===== src/rtl/dpram_defines.svh =====
// Purpose: timing counts and field positions for the dual-port ram port controller
// Assumes: 250 MHz clock, 4 ns period
// Notes:   times are kept in ns and converted to cycles here
`ifndef DPRAM_DEFINES_SVH
`define DPRAM_DEFINES_SVH
`define DPRC_CLK_PERIOD_NS        4
// least times round up to whole cycles
`define DPRC_CEIL_CYC(ns)         (((ns) + `DPRC_CLK_PERIOD_NS - 1) / `DPRC_CLK_PERIOD_NS)
`define DPRC_WRITE_PULSE_NS       12
`define DPRC_OUT_OFF_NS           10
`define DPRC_DATA_SETUP_NS        10
`define DPRC_WRITE_HOLD_REL_NS    13
`define DPRC_FLAG_UPDATE_NS       10
`define DPRC_TOKEN_W2R_NS         5
`define DPRC_READ_ACCESS_NS       15
`define DPRC_FLAG_SETTLE_NS       15
`define DPRC_ADDR_W               14
`define DPRC_DATA_W               9
`define DPRC_TOKEN_IDX_W          3
`define DPRC_TOKEN_BIT            0
`define DPRC_CNT_W                4
`endif


===== src/rtl/dprc_pkg.sv =====
// Purpose: types for the dual-port ram port controller
// Assumes: nothing; timing counts and widths live in the defines header
// Notes:   states gray coded along the semaphore write path from idle to done
package dprc_pkg;
  typedef enum logic [2:0] {
    DPRC_IDLE   = 3'b000,
    DPRC_SETUP  = 3'b001,
    DPRC_PULSE  = 3'b011,
    DPRC_RELAX  = 3'b010,
    DPRC_READ   = 3'b110,
    DPRC_DONE   = 3'b111
  } dprc_state_t;
endpackage


===== src/rtl/dprc_port_ctrl.sv =====
// Purpose: controller that drives one port of an asynchronous dual-port ram
// Assumes: one request at a time; device pins run through two-stage synchronisers
// Notes:   write pulse always at least one settle time long; no clock on the pins
`timescale 1ns/1ps
`include "dpram_defines.svh"
module dprc_port_ctrl
  import dprc_pkg::*;
(
  input  wire logic                       i_clock,        // 250 MHz system clock
  input  wire logic                       i_rst,          // async reset, active high
  input  wire logic                       i_req,          // start one access, pulse
  input  wire logic                       i_write,        // 1 write, 0 read
  input  wire logic                       i_token,        // 1 semaphore access, 0 array
  input  wire logic [`DPRC_ADDR_W-1:0]    i_addr,         // word or semaphore address
  input  wire logic [`DPRC_DATA_W-1:0]    i_wdata,        // write data
  input  wire logic [`DPRC_DATA_W-1:0]    i_pin_data,     // data pins as seen
  input  wire logic                       i_pin_busy_n,   // contention flag pin
  input  wire logic                       i_pin_int_n,    // mailbox flag pin
  output logic                            o_busy,         // access in progress
  output logic                            o_done,         // access finished, pulse
  output logic [`DPRC_DATA_W-1:0]         o_rdata,        // read data, held
  output logic                            o_token_held,   // last semaphore read saw zero
  output logic                            o_mail_n,       // synced mailbox flag
  output logic [`DPRC_ADDR_W-1:0]         o_pin_addr,     // address pins
  output logic                            o_pin_ce_n,     // chip select, low active
  output logic                            o_pin_sem_n,    // semaphore select, low active
  output logic                            o_pin_rw_n,     // read high, write low
  output logic                            o_pin_oe_n,     // output enable, low active
  output logic [`DPRC_DATA_W-1:0]         o_pin_data,     // data pins driven
  output logic                            o_pin_data_oe   // high while we drive data
);
  // cycle counts derived from the printed times
  localparam logic [`DPRC_CNT_W-1:0] PULSE_CYC = `DPRC_CNT_W'(
    `DPRC_CEIL_CYC((`DPRC_WRITE_PULSE_NS > `DPRC_OUT_OFF_NS + `DPRC_DATA_SETUP_NS) ?
      `DPRC_WRITE_PULSE_NS : `DPRC_OUT_OFF_NS + `DPRC_DATA_SETUP_NS));
  localparam logic [`DPRC_CNT_W-1:0] HOLD_CYC  = `DPRC_CNT_W'(`DPRC_CEIL_CYC(`DPRC_WRITE_HOLD_REL_NS));
  localparam logic [`DPRC_CNT_W-1:0] RELAX_CYC = `DPRC_CNT_W'(
    `DPRC_CEIL_CYC(`DPRC_FLAG_UPDATE_NS + `DPRC_TOKEN_W2R_NS));
  localparam logic [`DPRC_CNT_W-1:0] READ_CYC  = `DPRC_CNT_W'(`DPRC_CEIL_CYC(`DPRC_READ_ACCESS_NS) + 2);
  localparam logic [`DPRC_CNT_W-1:0] SETL_CYC  = `DPRC_CNT_W'(`DPRC_CEIL_CYC(`DPRC_FLAG_SETTLE_NS) + 2);

  dprc_state_t                  state_q;      // sequencer state
  logic [`DPRC_CNT_W-1:0]       cnt_q;        // cycles in current state
  logic                         wr_q;         // latched direction
  logic                         tok_q;        // latched target
  logic                         busy_seen_q;  // contention seen during pulse
  logic [1:0]                   busy_sync_q;  // contention flag synchroniser
  logic [1:0]                   int_sync_q;   // mailbox flag synchroniser
  logic [`DPRC_DATA_W-1:0]      d_sync1_q;    // data first stage
  logic [`DPRC_DATA_W-1:0]      d_sync2_q;    // data second stage
  logic                         busy_n;       // settled contention level

  assign busy_n = busy_sync_q[1];

  // pin synchronisers; first stages feed only the second
  always_ff @(posedge i_clock or posedge i_rst) begin
    if (i_rst) begin
      busy_sync_q <= 2'h3;
      int_sync_q  <= 2'h3;
      d_sync1_q   <= '0;
      d_sync2_q   <= '0;
    end else begin
      busy_sync_q <= {busy_sync_q[0], i_pin_busy_n};
      int_sync_q  <= {int_sync_q[0], i_pin_int_n};
      d_sync1_q   <= i_pin_data;
      d_sync2_q   <= d_sync1_q;
    end
  end

  // mailbox flag is set and cleared by the device at 3fff/3ffe; we only report it
  always_ff @(posedge i_clock or posedge i_rst) begin
    if (i_rst) o_mail_n <= 1'b1;
    else       o_mail_n <= int_sync_q[1];
  end

  // access sequencer
  always_ff @(posedge i_clock or posedge i_rst) begin
    if (i_rst) begin
      state_q     <= DPRC_IDLE;
      cnt_q       <= '0;
      wr_q        <= 1'b0;
      tok_q       <= 1'b0;
      busy_seen_q <= 1'b0;
    end else begin
      cnt_q <= cnt_q + `DPRC_CNT_W'(1);
      unique case (state_q)
        DPRC_IDLE: begin
          cnt_q <= '0;
          if (i_req) begin
            wr_q  <= i_write;
            tok_q <= i_token;
            state_q <= DPRC_SETUP;
          end
        end
        // address settles with r/w high, select asserted
        DPRC_SETUP: begin
          cnt_q <= '0;
          busy_seen_q <= 1'b0;
          state_q <= wr_q ? DPRC_PULSE : DPRC_READ;
        end
        // write pulse: stretch while contention flag low, then hold after release
        DPRC_PULSE: begin
          if (!busy_n) begin
            busy_seen_q <= 1'b1;
            cnt_q <= '0;
          end else if ((busy_seen_q && cnt_q >= HOLD_CYC && cnt_q >= PULSE_CYC) ||
                       (!busy_seen_q && cnt_q >= SETL_CYC && cnt_q >= PULSE_CYC)) begin
            cnt_q <= '0;
            state_q <= tok_q ? DPRC_RELAX : DPRC_DONE;
          end
        end
        // semaphore: select off for flag update, then read back
        DPRC_RELAX: begin
          if (cnt_q >= RELAX_CYC) begin
            cnt_q <= '0;
            state_q <= DPRC_READ;
          end
        end
        DPRC_READ: begin
          if (cnt_q >= READ_CYC) begin
            cnt_q <= '0;
            state_q <= DPRC_DONE;
          end
        end
        DPRC_DONE: state_q <= DPRC_IDLE;
        default:   state_q <= DPRC_IDLE;
      endcase
    end
  end

  // pin drive; r/w only low inside the pulse, so address never moves mid-write
  always_ff @(posedge i_clock or posedge i_rst) begin
    if (i_rst) begin
      o_pin_addr    <= '0;
      o_pin_ce_n    <= 1'b1;
      o_pin_sem_n   <= 1'b1;
      o_pin_rw_n    <= 1'b1;
      o_pin_oe_n    <= 1'b1;
      o_pin_data    <= '0;
      o_pin_data_oe <= 1'b0;
    end else begin
      if (state_q == DPRC_IDLE && i_req) begin
        o_pin_addr    <= i_addr;
        o_pin_data    <= i_wdata;
        o_pin_ce_n    <= i_token;
        o_pin_sem_n   <= !i_token;
        o_pin_data_oe <= i_write;
      end
      // r/w low only in the pulse, and never released while the flag is low
      o_pin_rw_n <= !(state_q == DPRC_SETUP && wr_q) && !(state_q == DPRC_PULSE &&
                    !(cnt_q >= PULSE_CYC && busy_n && (busy_seen_q ? cnt_q >= HOLD_CYC : cnt_q >= SETL_CYC)));
      o_pin_oe_n <= !((state_q == DPRC_SETUP && !wr_q) || (state_q == DPRC_RELAX && cnt_q >= RELAX_CYC) ||
                      (state_q == DPRC_READ && !(cnt_q >= READ_CYC)));
      // semaphore readback: let go of the data pins one cycle after r/w rose,
      // otherwise our own write data would fight the device during the read
      if (state_q == DPRC_RELAX) begin
        o_pin_data_oe <= 1'b0;
      end
      if (state_q == DPRC_RELAX && cnt_q < RELAX_CYC) begin
        o_pin_sem_n <= 1'b1;
      end else if (state_q == DPRC_RELAX) begin
        o_pin_sem_n <= 1'b0;
      end
      if (state_q == DPRC_DONE) begin
        o_pin_ce_n    <= 1'b1;
        o_pin_sem_n   <= 1'b1;
        o_pin_data_oe <= 1'b0;
      end
    end
  end

  // status and read capture
  always_ff @(posedge i_clock or posedge i_rst) begin
    if (i_rst) begin
      o_busy       <= 1'b0;
      o_done       <= 1'b0;
      o_rdata      <= '0;
      o_token_held <= 1'b0;
    end else begin
      o_busy <= (state_q != DPRC_IDLE) || i_req;
      o_done <= (state_q == DPRC_DONE);
      if (state_q == DPRC_READ && cnt_q >= READ_CYC) begin
        o_rdata <= d_sync2_q;
        if (tok_q) o_token_held <= !d_sync2_q[`DPRC_TOKEN_BIT];
      end
    end
  end
endmodule // dprc_port_ctrl


===== config.mk =====
export PLATFORM = sky130hd
export DESIGN_NAME = dprc_port_ctrl
export DESIGN_NICKNAME = d
export VERILOG_FILES = /design/src/rtl/dprc_pkg.sv /design/src/rtl/dprc_port_ctrl.sv
export VERILOG_INCLUDE_DIRS = /design/src /design/src/rtl
export SDC_FILE = /design/constraint.sdc
export NUM_CORES = 1
export LEC_CHECK = 0
export CELL_PAD_IN_SITES_DETAIL_PLACEMENT = 1
export CELL_PAD_IN_SITES_GLOBAL_PLACEMENT = 1
export CORE_MARGIN = 2
export CORE_UTILIZATION = 50
export CTS_CLUSTER_SIZE = 24
export DETAILED_ROUTE_END_ITERATION = 12
export DONT_BUFFER_PORTS = 1
export GPL_ROUTABILITY_DRIVEN = 0
export PLACE_DENSITY = 0.85
export REMOVE_ABC_BUFFERS = 1
export SYNTH_ARGS = -nofsm -noshare
export SYNTH_HDL_FRONTEND = slang
export SYNTH_SLANG_ARGS = --single-unit

===== constraint.sdc =====
create_clock -name i_clock -period 2.3 [get_ports i_clock]
set_clock_uncertainty 0.1 [all_clocks]
set_input_delay 0.115 -clock i_clock [delete_from_list [all_inputs] [get_ports i_clock]]
set_output_delay 0.115 -clock i_clock [all_outputs]
set_load 0.01 [all_outputs]

* Word-level counts from Yosys, hierarchy flattened *
Cells that the tools add are included.

storage, ports and cells
  bits of input ports = 39
  register bits = 73
  output and inout bits = 41
  logic and storage cells = 101

cells by class
  $lt $le $gt $ge = 4
  add/sub/neg operators = 1
  equal/unequal tests = 11
  reductions and logical operators = 39
  mux-type cells = 25

operators by type and width
  cell                 count
  $mux 3               7
  $mux 4               4
  $pmux 4 s4           1
  $logic_and 1x1->1    15
  $pmux 3 s5           1
  $ge 4x3->1 const B   3
  $ne 2x2->1 const B   6
  $mux 1               11
  $logic_not 1->1      9
  $eq 3x2->1 const B   2
  $eq 3x3->1 const B   2
  $reduce_and 2->1     3
  $reduce_bool 3->1    2
  $reduce_and 5->1     1
  $add 4x1->4 const B  1
  $logic_or 1x1->1     4
  $lt 4x3->1 const B   1
  $reduce_bool 2->1    2
  $reduce_bool 4->1    1
  $eq 3x1->1 const B   1
  $logic_not 3->1      1
  $pmux 1 s2           1
  $reduce_or 2->1      1

* Logic depth before layout (Yosys ltp) *
Gate-level depths: netlist of run 1.

  depth in word-level cells = 7
  gate-level depth with buffers = 7
  mapped depth without buffers = 6

* Worst setup path after synthesis of run 1 *
OpenSTA, ideal clock, no wires.

  path type = register to register
  from = register cnt_q[1]
  to = register state_q[2]
  cell stages (with the launch flop) = 7
  setup time = 125 ps
  slack = 671 ps
  arrival = 1404 ps
  cell sequence = dfrtp_1 inv_1 ha_1 nand2b_1 o2111ai_1 a211oi_2 mux2_4

between the ends
  longest elaborated chain between the ends = 6
  elaborated cells on any way between the ends = 12
  those cells by class = order compare (3); eq/ne (3); reduce/logical (6)

ends and longest elaborated chain
  what                                                      RTL line                                      source
  from (decl)                                               dprc_port_ctrl.sv:43                          logic [`DPRC_CNT_W-1:0] cnt_q;
  from (signal assigned)                                    dprc_port_ctrl.sv:85                          cnt_q <= cnt_q + `DPRC_CNT_W'(1);
  $ge 4x3->1, on equally long branches                      n/a
  $logic_and 1x1->1, on equally long branches (2 in a row)  dprc_port_ctrl.sv:106, dprc_port_ctrl.sv:107
  $logic_or 1x1->1                                          dprc_port_ctrl.sv:106                         end else if ((busy_seen_q && cnt_q >= HOLD_CYC && cnt_q >= PULSE_CYC) ||
  $ne 2x2->1 (no source line)                               n/a
  $reduce_and 5->1 (no source line) (*)                     n/a
  to (signal assigned)                                      dprc_port_ctrl.sv:99                          state_q <= wr_q ? DPRC_PULSE : DPRC_READ;
  to (signal assigned)                                      dprc_port_ctrl.sv:109                         state_q <= tok_q ? DPRC_RELAX : DPRC_DONE;
  to (decl)                                                 dprc_port_ctrl.sv:42                          dprc_state_t state_q;

Mark *: on every way between the ends. The rest lies on a longest branch, timed or not.
A chain may end at the register's enable or synchronous reset.

* Final worst setup path of run 1 *
  from = register state_q[1]
  to = register o_rdata[8]

between the ends
  longest elaborated chain between the ends = 2

ends and longest elaborated chain
  what                  RTL line               source
  $eq 3x3->1            dprc_port_ctrl.sv:182  if (state_q == DPRC_READ && cnt_q >= READ_CYC) begin
  $logic_and 1x1->1     dprc_port_ctrl.sv:182
  to (signal assigned)  dprc_port_ctrl.sv:183  o_rdata <= d_sync2_q;
  to (decl)             dprc_port_ctrl.sv:21   output logic [`DPRC_DATA_W-1:0] o_rdata,

Every way passes these cells.

==> results of run 1 <==
per-layer routing:
layer | up-vias | share of wire (%)
met2 | 66 | 53
met5 | - | 0
met1 | 854 | 40
met4 | 0 | 1.9
met3 | 12 | 5.9
li1 | 723 | -
stage by stage:
step / worst slack (ps) / utilization (%) / cells
floorplan: 247 / - / 177
global placement: 513 / 51.9 / 251
detailed placement: 404 / 51.9 / 251
CTS: 343 / 62.6 / 305
global route: 199 / 62.6 / 305
finish: 268 / 62.6 / 305
worst min-delay path by stage:
| stage | to | slack, ps | cells past startpoint |
|---|---|---|---|
| 6_report | o_pin_data_oe | 100 | 3 |
| 3_3_place_gp | d_sync1_q[7] | 10 | 1 |
| 5_1_grt | o_pin_sem_n | 140 | 3 |
| 4_1_cts | o_pin_data_oe | 110 | 3 |
| 3_5_place_dp | int_sync_q[0] | 20 | 0 |
| 2_1_floorplan | busy_sync_q[0] | 20 | 0 |
state kept, by name, indices dropped and copies added (netlist names):
signal / flops
o_mail_n: 1
o_token_held: 1
wr_q: 1
o_pin_data_oe: 1
o_done: 1
o_pin_rw_n: 1
o_pin_oe_n: 1
d_sync2_q: 9
o_pin_sem_n: 1
state_q: 3
d_sync1_q: 9
o_pin_data: 9
busy_seen_q: 1
int_sync_q: 2
o_busy: 1
busy_sync_q: 2
o_pin_ce_n: 1
cnt_q: 4
o_pin_addr: 14
o_rdata: 9
tok_q: 1
cells by family (layout without fill, tap and decap cells):
logic type | after synthesis | after routing | synth area share [%]
adder cells (fa/ha/maj) | 3 | 3 | 1.34
AND/OR/NAND/NOR | 27 | 27 | 6.24
AO/OA/AOI/OAI | 26 | 26 | 6.87
buffers and inverters | 20 | 66 | 4.41
multiplexers | 36 | 36 | 15.0
XOR/XNOR | 2 | 2 | 0.624
flip-flops | 73 | 73 | 65.5
power by group through the flow:
| stage | Clock, mW | Sequential (mW) | Combinational (mW) |
|---|---|---|---|
| global placement | 0 | 2.19 | 0.861 |
| CTS | 1.03 | 2.21 | 1.00 |
| detailed placement | 0 | 2.22 | 0.936 |
| finish | 1.04 | 2.24 | 1.03 |
| floorplan | 0 | 2.10 | 0.778 |
| global route | 1.12 | 2.30 | 1.12 |
worst max-delay path: cells and delay by family (launching register included):
kind	cells	cell delay, ps
and+or+nand+nor	2	610
DFF	1	630
muxes	1	360
buffers and inverters	1	210
cell usage in the layout, fill, tap and decap left out, types with 2 or more instances in the layout:
| master | n |
|---|---|
| dfstp_2 | 9 |
| a22oi_1 | 2 |
| mux2_4 | 5 |
| dlygate4sd3_1 | 38 |
| a21oi_1 | 5 |
| a211oi_2 | 2 |
| o21ai_0 | 8 |
| inv_1 | 9 |
| nor2_1 | 6 |
| clkbuf_8 | 11 |
| ha_1 | 3 |
| nand2b_1 | 5 |
| mux2_1 | 2 |
| dfrtp_1 | 64 |
| mux2i_1 | 2 |
| a2bb2oi_1 | 2 |
| mux2_2 | 27 |
| nand2_1 | 5 |
area by class of cell:
class | count | share of cell area, %
timing repair buffer | 40 | 11.9
clock inverter | 4 | 1.50
tap | 72 | 2.63
inverter | 10 | 1.10
multi-input combinational | 94 | 24.7
clock buffer | 12 | 4.53
sequential | 73 | 53.7
==> results.json, run 1 <==
{
  "hp-start": "i_req",
  "cts.clk_slew.worst_paths_ps": 80,
  "area_growth_pct": 22.0,
  "start_util_pct": 51.3,
  "power.switching_mw": 1.50,
  "holdWs_ps": 104,
  "finalCritPeriodShare_pct": 88.3,
  "die-area_sq_um": 6230,
  "crit_type": "reg2reg",
  "insertion_delay_ps": 340,
  "num_vias": 1655,
  "cts_tree": "yes",
  "sw_frac_of_total_pct": 34.8,
  "reg2reg_slack_ps": 270,
  "die_h_microns": 78.9,
  "worst_path_max_delay_cell": "dfrtp_1",
  "h-tree-depth": 3,
  "netlist_area_sq_um": 2810,
  "nets": 270,
  "cp_cell_sequence": "nand2b_1, nor3b_2, buf_4, mux2_1",
  "gr-max-usage-layer": "met2",
  "rows": 27,
  "required_ps": 2420,
  "grt_use_met3_pct": 7.05,
  "slew_violations": 0,
  "relSlewSlack_pct": 53.5,
  "cap_violations": 0,
  "ios": 80,
  "endpoint_kind": "flip-flop",
  "clockBufferDepth": 2,
  "grt_max_degree": 41,
  "finalCriticalPeriod_ps": 2030,
  "r2r-end": "o_rdata[8]",
  "start_kind": "flip-flop",
  "reg2reg_from": "state_q[1]",
  "startpoint": "state_q[1]",
  "hold_viol": 0,
  "grt_overflow_total": 0,
  "p_per_area_nw_per_um2": 1260,
  "vias_per_cell": 5.43,
  "place_area_sq_um": 2840,
  "fillers": 508,
  "seqPwrFrac_pct": 51.9,
  "p_int_mw": 2.81,
  "post_cts_buffers": 0,
  "status": "finished clean",
  "port_buffers": 0,
  "synth_cell_type_count": 39,
  "max_freq_mhz": 492,
  "clock_sinks": 73,
  "synth_edf_count": 0,
  "finalSetupViolations": 0,
  "cts_root_buf": "clkbuf_8",
  "cts-buffers-inserted": 9,
  "fin_setup_tns_ps": 0,
  "synthArstFlopShare_pct": 100,
  "irDropWorstVdd_mv": 0.637,
  "first_global_vias": 1964,
  "drt_iter0_markers": 113,
  "routedWlPerCell_microns": 22.4,
  "layout-drive-gt1-share_pct": 30.0,
  "diodes": 0,
  "postRouteAntennaNets": 0,
  "drc_errors": 0,
  "yosys_register_bits": 73,
  "antenna_found_initial": 0,
  "synth_top_area_share_pct": 57.1,
  "cts.repair.resized": 0,
  "grt_pass1_wl_mm": 11.3,
  "rsz0062_at_grt": "no",
  "met1_usage_pct": 31.0,
  "slowest_delay_ps": 630,
  "hold_class": "in2reg",
  "met2_usage_pct": 41.8,
  "clkPwrFrac_pct": 24.1,
  "p_total_mw": 4.31,
  "synth_area_leaders": "dfrtp_1 (57%), mux2_2 (11%), dfstp_2 (8.4%)",
  "netlist_instances": 187,
  "multi_input_area_sq_um": 845,
  "register_area_sq_um": 1840,
  "yosys-top-cells-count": "dfrtp_1 (64), mux2_2 (27), inv_1 (10), dfstp_2 (9), o21ai_0 (8)",
  "cp_max_fo": 12,
  "seq_area_frac_synth_pct": 65.5,
  "hpwl_mm": 3.80,
  "critical_path_arrival_ps": 2150,
  "leakagePower_nw": 1.50,
  "yosysMostFrequentCell": "dfrtp_1",
  "firstDrtPassIters": 4,
  "synth_warnings": 0,
  "synth-main-ff-cell": "dfrtp_1",
  "comb_power_share_pct": 23.9,
  "grt_use_total_pct": 24.8,
  "postCtsHoldBufs": 38,
  "fp.dieW_microns": 78.9,
  "postSynthAreaPerCell_sq_um": 15.0,
  "synth.largest_area_cell": "dfrtp_1",
  "routed_wl_mm": 6.85,
  "rr_worst_depth": 4,
  "design_area_sq_um": 3420,
  "endpoint": "o_rdata[8]",
  "core-area_sq_um": 5470,
  "worst_pin_slew_ps": 696
}
No activity file was read; power rests on OpenSTA's default activity.
==> run 2: changes to the inputs <==
--- a/config.mk
+++ b/config.mk
@@ -9,12 +9,12 @@
 export CELL_PAD_IN_SITES_DETAIL_PLACEMENT = 1
 export CELL_PAD_IN_SITES_GLOBAL_PLACEMENT = 1
 export CORE_MARGIN = 2
-export CORE_UTILIZATION = 50
+export CORE_UTILIZATION = 53
 export CTS_CLUSTER_SIZE = 24
 export DETAILED_ROUTE_END_ITERATION = 12
 export DONT_BUFFER_PORTS = 1
 export GPL_ROUTABILITY_DRIVEN = 0
-export PLACE_DENSITY = 0.85
+export PLACE_DENSITY = 0.89
 export REMOVE_ABC_BUFFERS = 1
 export SYNTH_ARGS = -nofsm -noshare
 export SYNTH_HDL_FRONTEND = slang
==> constraint.sdc (replaced) <==
create_clock -name i_clock -period 2.4 [get_ports i_clock]
set_clock_uncertainty 0.1 [all_clocks]
set_input_delay 0.12 -clock i_clock [delete_from_list [all_inputs] [get_ports i_clock]]
set_output_delay 0.12 -clock i_clock [all_outputs]
set_load 0.01 [all_outputs]
==> run 2 against run 1 <==
Critical path type unchanged. Global-route usage is 4.5 points higher. Design area is 0.22% higher. Critical endpoint is now o_rdata[7]. Die area is 5.4% lower. Sequential share of layout area is 0.12 points lower.
==> results.json, run 2 (synthesis results as in run 1) <==
{
  "status": "finished clean",
  "die_h_microns": 76.8,
  "finalCritPeriodShare_pct": 90.2,
  "max_freq_mhz": 462,
  "cts.repair.resized": 0,
  "hold_class": "in2reg",
  "pre_cts_ws_ps": 481,
  "routed_wl_mm": 8.01,
  "grt_overflow_total": 0,
  "drt_iter0_markers": 187,
  "regMostFlops": "o_pin_addr",
  "slowest_delay_ps": 660,
  "port_buffers": 0,
  "start_kind": "flip-flop",
  "clockBufferDepth": 2,
  "firstDrtPassIters": 4,
  "path_buf_inv": 1,
  "grt_max_degree": 30,
  "die-area_sq_um": 5890,
  "cts-buffers-inserted": 9,
  "insertion_delay_ps": 350,
  "routedWlPerCell_microns": 26.4,
  "postRouteAntennaNets": 0,
  "fin_setup_tns_ps": 0,
  "cp_cell_sequence": "nand2b_1, nor3b_2, buf_4, mux2_2",
  "finalCriticalPeriod_ps": 2170,
  "postCtsHoldBufs": 38,
  "area_growth_pct": 22.3,
  "fillers": 458,
  "hold-path-endpoint": "o_pin_data_oe",
  "irDropWorstVdd_mv": 0.665,
  "hold_viol": 0,
  "cap_violations": 0,
  "worst_path_max_delay_cell": "dfrtp_1",
  "cts.clk_slew.worst_paths_ps": 80,
  "drc_errors": 0,
  "hp-start": "i_req",
  "relSlewSlack_pct": 50.2,
  "reg2reg_slack_ps": 230,
  "worst_pin_slew_ps": 747,
  "r2r-end": "o_rdata[7]",
  "start_util_pct": 54.9,
  "multi_input_area_sq_um": 845,
  "register_area_sq_um": 1840,
  "rsz0062_at_grt": "no",
  "layout-drive-gt1-share_pct": 29.9,
  "worst_slack_ps": 235,
  "largest_register_ff_count": 14,
  "hpwl_mm": 3.92,
  "leakagePower_nw": 1.50,
  "vias_per_cell": 5.78,
  "nets": 271,
  "antenna_found_initial": 0,
  "h-tree-depth": 3,
  "required_ps": 2530,
  "diodes": 0,
  "crit_type": "reg2reg",
  "holdPathStages": 3,
  "cp_max_fo": 12,
  "p_per_area_nw_per_um2": 1260,
  "reg2reg_from": "state_q[1]",
  "final_cell_mix": "dfrtp_1 (64), dlygate4sd3_1 (38), mux2_2 (27)",
  "post_cts_buffers": 0,
  "cp_top_family": "simple AND/OR/NAND/NOR gates",
  "slew_violations": 0,
  "first_global_vias": 2039,
  "endpoint_kind": "flip-flop",
  "final_common_cell": "dfrtp_1",
  "rr_worst_depth": 4,
  "ios": 80,
  "grt_pass1_wl_mm": 12.5,
  "clock_sinks": 73,
  "finalSetupViolations": 0,
  "cts_tree": "yes",
  "fp.dieW_microns": 76.8,
  "num_vias": 1757,
  "core-area_sq_um": 5110,
  "critical_path_arrival_ps": 2300,
  "cts_root_buf": "clkbuf_8",
  "grt_use_total_pct": 29.3,
  "rows": 26
}
==> run 2: cell count changes in the layout (fill, tap and decap cells not counted), sizes merged <==
cell / delta
buf: +1
clkinv: -1
bufinv: +1
==> run 2: metrics by stage <==
| stage | area [sq um] | instances | hold slack, ps | utilization [%] | power, mW |
|---|---|---|---|---|---|
| 2_1_floorplan | 2720 | 177 | 24.5 | - | 2.76 |
| 3_3_place_gp | 2830 | 250 | -83.5 | 55.4 | 2.92 |
| 3_5_place_dp | 2830 | 250 | -52.7 | 55.4 | 3.05 |
| 4_1_cts | 3430 | 304 | 64.1 | 67.2 | 4.18 |
| 5_1_grt | 3430 | 304 | 114 | 67.2 | 4.49 |
| 6_report | 3430 | 304 | 87.4 | 67.2 | 4.32 |
==> run 2: routing by layer <==
metal  vias up  wire [microns]  track usage (%)
met5         -               0                0
met4         0             166             11.1
met3        19             630             9.65
met2       111            4200             48.7
met1       908            3020             35.7
li1        719               -                -
==> run 2: area by class of cell <==
cell class,count,share of cell area (%)
clock buffer,12,4.23
sequential,73,53.6
timing repair buffer,41,11.7
clock inverter,4,2.22
multi-input combinational,94,24.6
inverter,10,1.09
tap,70,2.55
==> run 2: worst max path at each step <==
stage	from	to	slack [ps]	cells after the start
after floorplan	i_rst	busy_seen_q	340	1
final	state_q[1]	o_rdata[7]	230	4
after global routing	state_q[1]	o_rdata[7]	160	4
after detailed placement	state_q[2]	o_pin_data[8]	480	3
after CTS	state_q[1]	o_rdata[7]	450	4
after global placement	state_q[2]	o_pin_data[2]	610	3
==> run 2: tightest hold or removal path: stages <==
cell,delay (ps)
o21ai_0,150
a21oi_1,70
o21ai_0,150
==> run 2: report_power, final <==
part	internal, mW	leakage, nW	switching [mW]
clock network	0.617	0.107	0.491
registers	1.61	0.878	0.561
logic	0.542	0.516	0.494
